[src/dpc_pkg.sv]
// constants and types shared by the dual protocol configuration port
// Overview of operation
// - spi starts with 16-bit instruction: r/w, address
// - two top address bits ignored, 13 decoded
// - msb first default; config bit 6 selects lsb
// - new bit order applies to all later operations
// - ascension bit zero: address steps down; the i2c pointer always steps up
// - ascension bit one: address steps up
// - streaming never skips reserved or unmapped addresses
// - i2c works at 100 and 400 kHz
// - i2c slave only, no scl drive, no filter
// - acknowledge only own 7-bit slave address
// - data changes while clock low, stable high
// - start and stop are sda edges, scl high
// - eight bits per byte, msb first, ack slot
// - receiver acknowledges by pulling sda low, ninth pulse
// - nack leaves sda high; device returns idle
// - address byte bit eight: 0 write, 1 read
// - i2c write: two address bytes, high first
// - unlimited data bytes per i2c transfer
// - i2c read: every following byte is device data
// - spi has no byte count; chip select ends it
// - spi writes captured rising, read data driven falling
// - single bidirectional spi data pin
package dpc_pkg;
	localparam logic [15:0] CFG_ADDR = 16'h0000;
	localparam int LSB_FIRST_POS = 6;
	localparam int ASCEND_POS = 5;
	localparam logic [7:0] CFG_RESET = 8'h00;
	localparam logic [4:0] INSTR_LAST = 5'h0f;
	localparam int DECODE_BITS = 13;
	localparam logic [2:0] BYTE_LAST = 3'h7;
	localparam logic [3:0] ACK_SLOT = 4'h8;
	localparam logic [3:0] FRAME_END = 4'h9;
	localparam int PIN_W = 6;
	localparam int PIN_SCLK = 0;
	localparam int PIN_CSN = 1;
	localparam int PIN_SDIO = 2;
	localparam int PIN_SCL = 3;
	localparam int PIN_SDA = 4;
	localparam int PIN_SEL = 5;
	localparam logic [PIN_W-1:0] PIN_IDLE = 6'h1a;
	localparam logic [1:0] STRAP_WAIT = 2'h3;
	typedef enum logic [2:0] {I_IDLE, I_ADDR, I_AHI, I_ALO, I_WDATA, I_RDATA} dpc_i2c_state_t;
endpackage

[src/dpc_pins_if.sv]
// synchronised pin levels and their edges
interface dpc_pins_if #(parameter int W = 6);
	logic [W-1:0] lvl;
	logic [W-1:0] rise;
	logic [W-1:0] fall;
	modport src(output lvl, rise, fall);
	modport dst(input lvl, rise, fall);
endinterface

[src/dpc_config_port.sv]
// spi / i2c slave configuration port onto the byte-wide register map
module dpc_config_port
	import dpc_pkg::*;
#(
	parameter logic [6:0] SLAVE_ADDR = 7'h48
) (
	input wire logic clk,
	input wire logic reset,
	input wire logic sclk,
	input wire logic csN,
	input wire logic sdioIn,
	output logic sdioOut,
	output logic sdioOe,
	input wire logic scl,
	input wire logic sdaIn,
	output logic sdaOut,
	output logic sdaOe,
	input wire logic i2cSelect,
	output logic [15:0] regAddr,
	output logic [7:0] regWrData,
	output logic regWrEn,
	output logic regRdEn,
	input wire logic [7:0] regRdData,
	output logic lsbFirst,
	output logic addrAscend,
	output logic i2cMode
);
	import dpc_pkg::*;

	dpc_pins_if #(.W(PIN_W)) pins ();

	// sampling at 125 MHz leaves over 150 clocks per bit at 400 kHz; no glitch filter by design
	dpc_pin_sync #(.W(PIN_W), .IDLE(PIN_IDLE)) u_sync (
		.clk(clk),
		.reset(reset),
		.raw({i2cSelect, sdaIn, scl, sdioIn, csN, sclk}),
		.pins(pins)
	);

	logic [1:0] strapCnt_r;
	logic strapDone_r;
	logic i2cMode_r;
	logic [7:0] cfg_r;
	logic spiOn;
	logic i2cOn;
	logic sclkRise;
	logic sclkFall;
	logic csHigh;
	logic sdioBit;
	logic sclR;
	logic sclF;
	logic sdaBit;
	logic startCond;
	logic stopCond;

	assign spiOn = strapDone_r & ~i2cMode_r;
	assign i2cOn = strapDone_r & i2cMode_r;
	assign sclkRise = pins.rise[PIN_SCLK];
	assign sclkFall = pins.fall[PIN_SCLK];
	assign csHigh = pins.lvl[PIN_CSN];
	assign sdioBit = pins.lvl[PIN_SDIO];
	assign sclR = pins.rise[PIN_SCL];
	assign sclF = pins.fall[PIN_SCL];
	assign sdaBit = pins.lvl[PIN_SDA];
	assign startCond = pins.fall[PIN_SDA] & pins.lvl[PIN_SCL];
	assign stopCond = pins.rise[PIN_SDA] & pins.lvl[PIN_SCL];

	// protocol strap is caught once the synchroniser holds real pin values
	always_ff @(posedge clk) begin
		if (reset) begin
			strapCnt_r <= 2'h0;
			strapDone_r <= 1'b0;
			i2cMode_r <= 1'b0;
		end else if (!strapDone_r) begin
			strapCnt_r <= strapCnt_r + 2'h1;
			if (strapCnt_r == STRAP_WAIT) begin
				strapDone_r <= 1'b1;
				i2cMode_r <= pins.lvl[PIN_SEL];
			end
		end
	end

	// spi receive engine
	logic [4:0] spiCnt_r;
	logic [15:0] spiInstr_r;
	logic spiPay_r;
	logic spiRead_r;
	logic [2:0] spiBit_r;
	logic [7:0] spiRx_r;
	logic [7:0] spiData_r;
	logic [15:0] spiAddr_r;
	logic spiWr_r;
	logic spiRd_r;
	logic [15:0] instrNext;
	logic [7:0] spiByteNext;
	logic [12:0] spiStep;

	always_comb begin
		instrNext = cfg_r[LSB_FIRST_POS] ? {sdioBit, spiInstr_r[15:1]} : {spiInstr_r[14:0], sdioBit};
		spiByteNext = cfg_r[LSB_FIRST_POS] ? {sdioBit, spiRx_r[7:1]} : {spiRx_r[6:0], sdioBit};
		spiStep = cfg_r[ASCEND_POS] ? spiAddr_r[12:0] + 13'h1 : spiAddr_r[12:0] - 13'h1;
	end

	always_ff @(posedge clk) begin
		if (reset || csHigh || !spiOn) begin
			spiCnt_r <= 5'h0;
			spiInstr_r <= 16'h0000;
			spiPay_r <= 1'b0;
			spiRead_r <= 1'b0;
			spiBit_r <= 3'h0;
			spiRx_r <= 8'h00;
			spiData_r <= 8'h00;
			spiAddr_r <= 16'h0000;
			spiWr_r <= 1'b0;
			spiRd_r <= 1'b0;
		end else begin
			spiWr_r <= 1'b0;
			spiRd_r <= 1'b0;
			// every address is visited in turn, reserved ones included
			if (spiWr_r || spiRd_r) begin
				spiAddr_r <= {3'h0, spiStep};
			end
			if (sclkRise) begin
				if (!spiPay_r) begin
					spiInstr_r <= instrNext;
					spiCnt_r <= spiCnt_r + 5'h1;
					if (spiCnt_r == INSTR_LAST) begin
						spiPay_r <= 1'b1;
						spiRead_r <= instrNext[15];
						spiRd_r <= instrNext[15];
						spiAddr_r <= {3'h0, instrNext[DECODE_BITS-1:0]};
					end
				end else begin
					spiRx_r <= spiByteNext;
					spiBit_r <= spiBit_r + 3'h1;
					if (spiBit_r == BYTE_LAST) begin
						// a read fetches the next byte as soon as the current one is out
						if (spiRead_r) begin
							spiRd_r <= 1'b1;
						end else begin
							spiData_r <= spiByteNext;
							spiWr_r <= 1'b1;
						end
					end
				end
			end
		end
	end

	// serial port configuration register lives in the port, not in the map
	always_ff @(posedge clk) begin
		if (reset) begin
			cfg_r <= CFG_RESET;
		end else if (spiWr_r && spiAddr_r == CFG_ADDR) begin
			cfg_r <= spiData_r;
		end
	end

	// i2c engine
	dpc_i2c_state_t i2cState_r;
	logic [3:0] i2cBit_r;
	logic [7:0] i2cRx_r;
	logic [7:0] i2cTx_r;
	logic i2cSend_r;
	logic ackGo_r;
	logic sdaOe_r;
	logic [15:0] i2cPtr_r;
	logic [7:0] i2cData_r;
	logic i2cWr_r;
	logic i2cRd_r;
	logic rdLoad_r;
	logic cfgHold_r;
	logic [7:0] i2cRxNext;

	assign i2cRxNext = {i2cRx_r[6:0], sdaBit};

	always_ff @(posedge clk) begin
		if (reset || !i2cOn) begin
			i2cState_r <= I_IDLE;
			i2cBit_r <= 4'h0;
			i2cRx_r <= 8'h00;
			i2cTx_r <= 8'h00;
			i2cSend_r <= 1'b0;
			ackGo_r <= 1'b0;
			sdaOe_r <= 1'b0;
			i2cPtr_r <= 16'h0000;
			i2cData_r <= 8'h00;
			i2cWr_r <= 1'b0;
			i2cRd_r <= 1'b0;
		end else begin
			i2cWr_r <= 1'b0;
			i2cRd_r <= 1'b0;
			if (i2cWr_r || i2cRd_r) begin
				i2cPtr_r <= i2cPtr_r + 16'h0001;
			end
			if (rdLoad_r) begin
				i2cTx_r <= regRdData;
			end
			if (startCond) begin
				i2cState_r <= I_ADDR;
				i2cBit_r <= 4'h0;
				i2cSend_r <= 1'b0;
				sdaOe_r <= 1'b0;
			end else if (stopCond) begin
				i2cState_r <= I_IDLE;
				i2cBit_r <= 4'h0;
				i2cSend_r <= 1'b0;
				sdaOe_r <= 1'b0;
			end else if (i2cState_r != I_IDLE) begin
				if (sclR) begin
					i2cBit_r <= i2cBit_r + 4'h1;
					if (i2cBit_r < ACK_SLOT) begin
						i2cRx_r <= i2cRxNext;
					end
					if (i2cBit_r == 4'h7 && !i2cSend_r) begin
						ackGo_r <= 1'b1;
						unique case (i2cState_r)
							I_ADDR: begin
								if (i2cRxNext[7:1] != SLAVE_ADDR) begin
									i2cState_r <= I_IDLE;
									ackGo_r <= 1'b0;
								end else if (i2cRxNext[0]) begin
									i2cState_r <= I_RDATA;
									i2cRd_r <= 1'b1;
								end else begin
									i2cState_r <= I_AHI;
								end
							end
							I_AHI: begin
								i2cPtr_r[15:8] <= i2cRxNext;
								i2cState_r <= I_ALO;
							end
							I_ALO: begin
								i2cPtr_r[7:0] <= i2cRxNext;
								i2cState_r <= I_WDATA;
							end
							I_WDATA: begin
								i2cData_r <= i2cRxNext;
								i2cWr_r <= 1'b1;
							end
							I_IDLE, I_RDATA: begin
							end
						endcase
					end
					if (i2cBit_r == ACK_SLOT && i2cSend_r) begin
						if (sdaBit) begin
							i2cState_r <= I_IDLE;
							i2cSend_r <= 1'b0;
						end else begin
							i2cRd_r <= 1'b1;
						end
					end
				end
				if (sclF) begin
					if (i2cBit_r == ACK_SLOT && !i2cSend_r) begin
						sdaOe_r <= ackGo_r;
					end else if (i2cBit_r == ACK_SLOT) begin
						sdaOe_r <= 1'b0;
					end else if (i2cBit_r == FRAME_END) begin
						i2cBit_r <= 4'h0;
						i2cSend_r <= (i2cState_r == I_RDATA);
						sdaOe_r <= (i2cState_r == I_RDATA) && !i2cTx_r[7];
						i2cTx_r <= {i2cTx_r[6:0], 1'b0};
					end else if (i2cSend_r) begin
						sdaOe_r <= !i2cTx_r[7];
						i2cTx_r <= {i2cTx_r[6:0], 1'b0};
					end
				end
			end
		end
	end

	// register map port, shared by whichever protocol the strap chose
	logic [15:0] regAddr_r;
	logic [7:0] regWrData_r;
	logic regWrEn_r;
	logic regRdEn_r;
	logic rdSeen_r;

	always_ff @(posedge clk) begin
		if (reset) begin
			regAddr_r <= 16'h0000;
			regWrData_r <= 8'h00;
			regWrEn_r <= 1'b0;
			regRdEn_r <= 1'b0;
			rdSeen_r <= 1'b0;
			rdLoad_r <= 1'b0;
			cfgHold_r <= 1'b0;
		end else begin
			regWrEn_r <= (spiWr_r && spiAddr_r != CFG_ADDR) || i2cWr_r;
			regRdEn_r <= (spiRd_r && spiAddr_r != CFG_ADDR) || i2cRd_r;
			rdSeen_r <= spiRd_r || i2cRd_r;
			rdLoad_r <= rdSeen_r;
			if (spiWr_r || spiRd_r) begin
				regAddr_r <= spiAddr_r;
				regWrData_r <= spiData_r;
				cfgHold_r <= spiRd_r && spiAddr_r == CFG_ADDR;
			end else if (i2cWr_r || i2cRd_r) begin
				regAddr_r <= i2cPtr_r;
				regWrData_r <= i2cData_r;
				cfgHold_r <= 1'b0;
			end
		end
	end

	// spi read driver on the single data pin
	logic [7:0] spiTx_r;
	logic sdioOut_r;
	logic sdioOe_r;

	always_ff @(posedge clk) begin
		if (reset || csHigh || !spiOn) begin
			spiTx_r <= 8'h00;
			sdioOut_r <= 1'b0;
			sdioOe_r <= 1'b0;
		end else if (rdLoad_r) begin
			spiTx_r <= cfgHold_r ? cfg_r : regRdData;
		end else if (sclkFall && spiPay_r && spiRead_r) begin
			sdioOe_r <= 1'b1;
			sdioOut_r <= cfg_r[LSB_FIRST_POS] ? spiTx_r[0] : spiTx_r[7];
			spiTx_r <= cfg_r[LSB_FIRST_POS] ? {1'b0, spiTx_r[7:1]} : {spiTx_r[6:0], 1'b0};
		end
	end

	// open drain: the pin only ever pulls low, and scl has no driver at all
	logic sdaOut_r;
	always_ff @(posedge clk) begin
		sdaOut_r <= 1'b0;
	end

	assign sdioOut = sdioOut_r;
	assign sdioOe = sdioOe_r;
	assign sdaOut = sdaOut_r;
	assign sdaOe = sdaOe_r;
	assign regAddr = regAddr_r;
	assign regWrData = regWrData_r;
	assign regWrEn = regWrEn_r;
	assign regRdEn = regRdEn_r;
	assign lsbFirst = cfg_r[LSB_FIRST_POS];
	assign addrAscend = cfg_r[ASCEND_POS];
	assign i2cMode = i2cMode_r;
endmodule // dpc_config_port

[src/dpc_pin_sync.sv]
// two-stage pin synchroniser with edge detection
module dpc_pin_sync #(
	parameter int W = 6,
	parameter logic [W-1:0] IDLE = '0
) (
	input wire logic clk,
	input wire logic reset,
	input wire logic [W-1:0] raw,
	dpc_pins_if.src pins
);
	logic [W-1:0] s1_r;
	logic [W-1:0] s2_r;
	logic [W-1:0] s3_r;

	// only the second stage reads the first; edges compare stages two and three
	for (genvar i = 0; i < W; i++) begin : g_bit
		always_ff @(posedge clk) begin
			if (reset) begin
				s1_r[i] <= IDLE[i];
				s2_r[i] <= IDLE[i];
				s3_r[i] <= IDLE[i];
			end else begin
				s1_r[i] <= raw[i];
				s2_r[i] <= s1_r[i];
				s3_r[i] <= s2_r[i];
			end
		end
		assign pins.lvl[i] = s2_r[i];
		assign pins.rise[i] = s2_r[i] & ~s3_r[i];
		assign pins.fall[i] = ~s2_r[i] & s3_r[i];
	end
endmodule // dpc_pin_sync

[config.mk]
export PLATFORM = sky130hd
export DESIGN_NAME = dpc_config_port
export DESIGN_NICKNAME = d
export VERILOG_FILES = /design/src/dpc_pkg.sv /design/src/dpc_pins_if.sv /design/src/dpc_config_port.sv /design/src/dpc_pin_sync.sv
export SDC_FILE = /design/constraint.sdc
export NUM_CORES = 1
export LEC_CHECK = 0
export ABC_AREA = 1
export BUFFER_PORTS_ARGS = -buffer_cell sky130_fd_sc_hd__buf_2
export CORE_ASPECT_RATIO = 1.4
export CORE_UTILIZATION = 60
export DETAILED_ROUTE_END_ITERATION = 8
export GPL_TIMING_DRIVEN = 1
export PLACE_DENSITY_LB_ADDON = 0.15
export SETUP_SLACK_MARGIN = 0.2
export SYNTH_ARGS = -nofsm -noshare
export SYNTH_HDL_FRONTEND = slang
export SYNTH_SLANG_ARGS = --single-unit
[constraint.sdc]
create_clock -name clk -period 2.15 [get_ports clk]
set_input_delay 0.1075 -clock clk [delete_from_list [all_inputs] [get_ports clk]]
set_output_delay 0.1075 -clock clk [all_outputs]
set_load 0.01 [all_outputs]
* After elaboration in Yosys (flattened, before gate mapping)
Cells that the tools add are included.
Storage, ports and cells: memories 0, latch bits 0, RAM bits 0, input bits 16, word-level logic and storage cells 225, memory bits (read-only) 0, bits in registers 177
Operators by class: bitwise gates (word level) 28, shifts and indexed selects 0, reduce and logical (&&, ||, !) cells 47, eq/ne operators 12, divide/modulo/power cells 0, order comparisons 1, $add $sub $neg 7, multiply operators 0, mux-type cells 79
Operators by type and width (count):
- 16-bit 2-to-1 mux | 13
- 8-bit 2-to-1 mux | 18
- 1-bit 2-to-1 mux | 36
- 4-bit 2-to-1 mux | 5
- 1-bit inverter | 18
- 16-bit by 1-bit adder with 16-bit output, second input constant | 1
- 16-bit zero test | 1
- 16-bit nonzero test | 1
- 3-bit 2-to-1 mux | 5
- 13-bit by 1-bit adder with 13-bit output, second input constant | 1
- 13-bit 2-to-1 mux | 1
- 13-bit by 1-bit subtractor with 13-bit output, second input constant | 1
- 2-bit AND reduction | 6
- 1-bit AND | 10
- 1-bit logical AND | 10
- 5-bit AND reduction | 2
- 3-bit equality test, second input constant | 3
- 3-bit one-hot mux with 3 select lines | 1
- 3-bit nonzero test | 3
- 4-bit equality test, second input constant | 2
- 1-bit logical OR | 8
- 7-bit inequality test, second input constant | 1
- 3-bit by 2-bit equality test with 1-bit output, second input constant | 2
- 3-bit AND reduction | 2
- other kinds (19) | 23

* Longest topological paths before layout
depth after elaboration 10, mapped depth 14

* Hierarchy
From an unflattened synthesis, not the netlist that was laid out.
Second synthesis, totals: cell total of the unflattened synthesis 1227, area total of the unflattened synthesis 8734.6 um^2
By module, submodules not included:
- dpc_config_port | sequential area each 3243.1 um^2, cells each 1153, area an instance 8141.6 um^2, times used 1
- dpc_pin_sync | sequential area each 360.3 um^2, cells each 74, area an instance 593.1 um^2, times used 1

* Least setup slack after synthesis
OpenSTA, ideal clock, no wires.
path type register to register, start point reg cfg_r[5], end point reg spiAddr_r[8], slack 146 ps, arrival 1885 ps, clock period less this slack 2004 ps, data required time 2031 ps, stages on the path, launching flop included 10, setup time 119 ps, path through dfxtp_1 > inv_1 > ha_1 > a21oi_1 > o21ai_0 > nand2_1 > nand3_1 > or2_2 > nand2_1 > a21oi_1
Between the ends: longest elaborated chain between the ends 5
RTL lines:
- start, declared | RTL line dpc_config_port.sv:43 | logic [7:0] cfg_r;
- start signal, assigned | RTL line dpc_config_port.sv:155 | cfg_r <= spiData_r;
- 13-bit 2-to-1 mux (*) | RTL line dpc_config_port.sv:101 | spiStep = cfg_r[ASCEND_POS] ? spiAddr_r[12:0] + 13'h1 : spiAddr_r[12:0] - 13'h1;
- 16-bit 2-to-1 mux (*) | RTL line dpc_config_port.sv:120 | if (spiWr_r || spiRd_r) begin
- 16-bit 2-to-1 mux | RTL line dpc_config_port.sv:127 | if (spiCnt_r == INSTR_LAST) begin
- 16-bit 2-to-1 mux | RTL line dpc_config_port.sv:124 | if (!spiPay_r) begin
- 16-bit 2-to-1 mux (*) | RTL line dpc_config_port.sv:123 | if (sclkRise) begin
- end signal, assigned | RTL line dpc_config_port.sv:121 | spiAddr_r <= {3'h0, spiStep};
- end signal, assigned | RTL line dpc_config_port.sv:131 | spiAddr_r <= {3'h0, instrNext[DECODE_BITS-1:0]};
- end, declared | RTL line dpc_config_port.sv:91 | logic [15:0] spiAddr_r;
Every way passes the cells marked *; elsewhere a longest branch is shown, timed or not. A chain may end at the register's enable or synchronous reset.

* Worst setup path after layout
start point reg cfg_r[5], end point reg spiAddr_r[11]
Same word-level chain as after synthesis.

==> flow_metrics.py <==
metrics = {
    "yosys": {
        "synthCells": 1161,
        "synth_top_area_share": 0.422,
        "ys_warnings": 0,
        "syn-num-nets": 1198,
        "synth_sequential_area_ratio": 0.422,
        "ys_async_sr_fraction": 0,
        "syn_area_um2": 8400,
        "synth-edff-count": 0,
        "cell_accounting_for_the_most_synthesized_area": "sky130_fd_sc_hd__dfxtp_1",
        "syn-mean-instance-area_um2": 7.23,
        "ys_ff_latch": 177,
        "synth_cell_types": 48,
        "synth.top_cells.by_area": "sky130_fd_sc_hd__dfxtp_1, sky130_fd_sc_hd__nand2_1, sky130_fd_sc_hd__o21ai_0, sky130_fd_sc_hd__a21oi_1, sky130_fd_sc_hd__inv_1",
        "synthFlopType": "sky130_fd_sc_hd__dfxtp_1",
    },
    "cts": {
        "cts_max_path_buffers": 2,
        "clock-sinks": 177,
        "tritoncts": "built",
        "cts-htree-levels": 4,
        "clkLatencyLatePin_ps": 440,
        "cts_inserted_buffers": 17,
        "clock_pin_slew_of_the_registers_on_the_worst_case_setup_and_hold_paths_ps": 70,
        "clockRootBuffer": "sky130_fd_sc_hd__clkbuf_16",
    },
    "layout": {
        "final-instance-count-excl-fill": 1419,
        "register_area_um2": 3550,
        "multiInputGateArea_um2": 4120,
        "finalCoreUtilization": 0.715,
        "final_net_count": 1261,
        "fillers": 1186,
        "syn_to_final_growth_pct": 15.0,
        "drive_gt1_frac": 0.140,
        "ant_diodes": 0,
    },
    "global_routing": {
        "remaining_global_route_overflow": 0,
        "grt_antenna_before_repair": 0,
        "globalRouteTotalUtil": 0.299,
        "first_pass_grt_wire_length_mm": 33.9,
        "via_count_of_the_first_global_routing_pass": 7240,
        "grt_start_max_net_pins": 44,
    },
    "setup_path": {
        "crit_path_required_time_ps": 2520,
        "cp_data_arrival_time_ps": 2190,
        "critPathLaunchType": "flip-flop",
        "worst_setup_path_end_kind": "flip-flop",
        "critPathMaxFanout": 12,
        "critical_path_class": "flip-flop to flip-flop",
    },
    "job": {
        "max-cap-violations": 0,
    },
    "timing": {
        "finalMaxSlewViolations": 0,
        "min_tclk_post_route_ps": 1820,
        "share_of_the_clock_period_used_by_the_worst_path_after_layout": 0.847,
        "max_slew.worst_pin.slew_ps": 771,
        "final.setup_skew_ps": 14.6,
        "setup_violations": 0,
        "hold_violations": 0,
        "clock.fmax_mhz": 549,
        "max-slew-margin-rel": 0.485,
        "setup-tns-final_ps": 0,
        "grt_setup_unrepaired": "yes",
    },
    "pwr": {
        "power.static_leakage_nw": 3.94,
        "vdd_ir_drop_max_mv": 0.507,
        "total_power_mw": 6.44,
        "p_per_area_nw_per_um2": 667,
    },
    "floorplan": {
        "die_w_um": 102,
        "core_area_um2": 13500,
        "initial_utilization": 0.621,
        "die_height_um": 142,
        "fp-row-count": 50,
        "pin_count": 49,
        "die-area_um2": 14500,
    },
    "placed_design": {
        "place.gp.congestion": 0.941,
        "dp.cells": 1371,
        "detailed_place_hpwl_mm": 15.0,
        "port_buffers": 47,
    },
    "routing": {
        "antenna_left": 0,
        "dr_total_vias": 7822,
        "remaining_drc_errors": 0,
        "drt_first_pass_iters": 6,
        "avgRoutedWirePerCell_um": 14.9,
        "routed_via_density": 5.51,
        "wirelength_mm": 21.1,
        "drt-initial-drc-count": 427,
    },
    "worst_hold_path": {
        "min-delay-path-class": "input port to flip-flop",
    },
    "status": {
        "status": "completed",
    },
}
## cell families after synthesis
logic type	count (synthesis)	share of synthesized area
other	1	0.000447
buffers and inverters	206	0.0969
AOI/OAI and AO/OA	327	0.217
DFF	177	0.422
and+or+nand+nor	414	0.216
adders and majority gates	21	0.0322
xor gates and xnor gates	15	0.0156
## state kept, by name, indices dropped and copies added, names as in the netlist, 3 cells and up
register and flops:
spiCnt_r 5, i2cPtr_r 16, spiBit_r 3, spiInstr_r 16
i2cRx_r 7, u_sync.s1_r 6, u_sync.s3_r 3, i2cData_r 8
i2cState_r 3, i2cTx_r 8, spiAddr_r 16, spiTx_r 8
regWrData 8, spiRx_r 8, spiData_r 8, regAddr 16
i2cBit_r 4, u_sync.pins.lvl 6, cfg_r 8
## metal layers
layer	vias up	global-route usage	wire, µm
met5	-	0	0
met2	210	0.520	10600
met1	3593	0.355	8860
li1	3976	-	-
met3	43	0.0472	913
met4	0	0.137	725
## placed cells by master (no fill, tap or decap), drive strengths merged, types with 2 or more instances in the layout
master,instances
dfxtp,177
clkinv,6
o221ai,8
o21a,2
or2,13
xnor2,2
o211ai,26
buf,82
a31oi,12
a21oi,117
dlygate4sd3,9
nor3,17
o21ai,139
a211oi,10
nand2,192
and3,2
clkinvlp,4
ha,20
o21bai,5
nor4,3
xor2,13
nand3,54
o22ai,2
a221oi,2
nand4,9
inv,161
nor2,125
clkbuf,19
## worst max-delay path, cell delays in order (launching register included)
cell	delay, ps
sky130_fd_sc_hd__dfxtp_2	380
sky130_fd_sc_hd__inv_4	100
sky130_fd_sc_hd__ha_1	380
sky130_fd_sc_hd__a21oi_2	230
sky130_fd_sc_hd__nor2_1	70
sky130_fd_sc_hd__o21ai_0	250
sky130_fd_sc_hd__nand3_1	110
sky130_fd_sc_hd__nand2_1	70
sky130_fd_sc_hd__nand3_1	60
sky130_fd_sc_hd__a21oi_1	110
## report_power, final
group	switching [mW]	internal, mW	leakage [nW]	total (mW)
Sequential	0.0133	3.30	1.43	3.31
Clock	1.42	1.59	0.272	3.01
Combinational	0.0753	0.0498	2.24	0.125
## cell usage after synthesis, types with 10 or more instances
library cell / instances
sky130_fd_sc_hd__xor2_1: 13
sky130_fd_sc_hd__o21ai_0: 129
sky130_fd_sc_hd__dfxtp_1: 177
sky130_fd_sc_hd__nor3_1: 14
sky130_fd_sc_hd__nand2_1: 186
sky130_fd_sc_hd__or2_2: 12
sky130_fd_sc_hd__a31oi_1: 12
sky130_fd_sc_hd__nor2_1: 118
sky130_fd_sc_hd__o21ai_1: 10
sky130_fd_sc_hd__inv_1: 145
sky130_fd_sc_hd__nand3_1: 53
sky130_fd_sc_hd__ha_1: 20
sky130_fd_sc_hd__clkbuf_1: 36
sky130_fd_sc_hd__a211oi_1: 10
sky130_fd_sc_hd__o211ai_1: 26
sky130_fd_sc_hd__a21oi_1: 116
## per-stage QoR
step,area [µm²],hold slack (ps),setup slack (ps)
after floorplan,8400,211,222
after global placement,8870,292,153
after detailed placement,8870,294,112
after CTS,9530,15.1,240
after global routing,9660,26.5,189
final,9660,22.1,330
## timing repair
action,CTS,global route
hold buffers,9,0
endpoints found under the setup margin,4,22
gates resized for setup,3,27
cloned,0,2
hold endpoints to repair,9,0
pin swaps,0,3
setup buffers,0,5
## path summary, 6_finish.rpt
| path | slack (ps) | startpoint | end | depth (start not counted) |
|---|---|---|---|---|
| worst max-delay path | 330 | cfg_r[5] | spiAddr_r[11] | 9 |
| worst min-delay path | 20 | regRdData[0] | i2cTx_r[0] | 3 |
| worst max register to register | 330 | cfg_r[5] | spiAddr_r[11] | 9 |
| worst min register to register | 410 | rdSeen_r | rdLoad_r | 2 |
## layout make-up
type / instances / share of cell area
clock inverters: 13 / 0.0124
repair buffers: 91 / 0.0617
well taps: 182 / 0.0236
clock buffers: 19 / 0.0469
flip-flops and latches: 177 / 0.367
inverters: 158 / 0.0619
multi-input cells: 779 / 0.426
No activity file was read; power rests on OpenSTA's default activity.
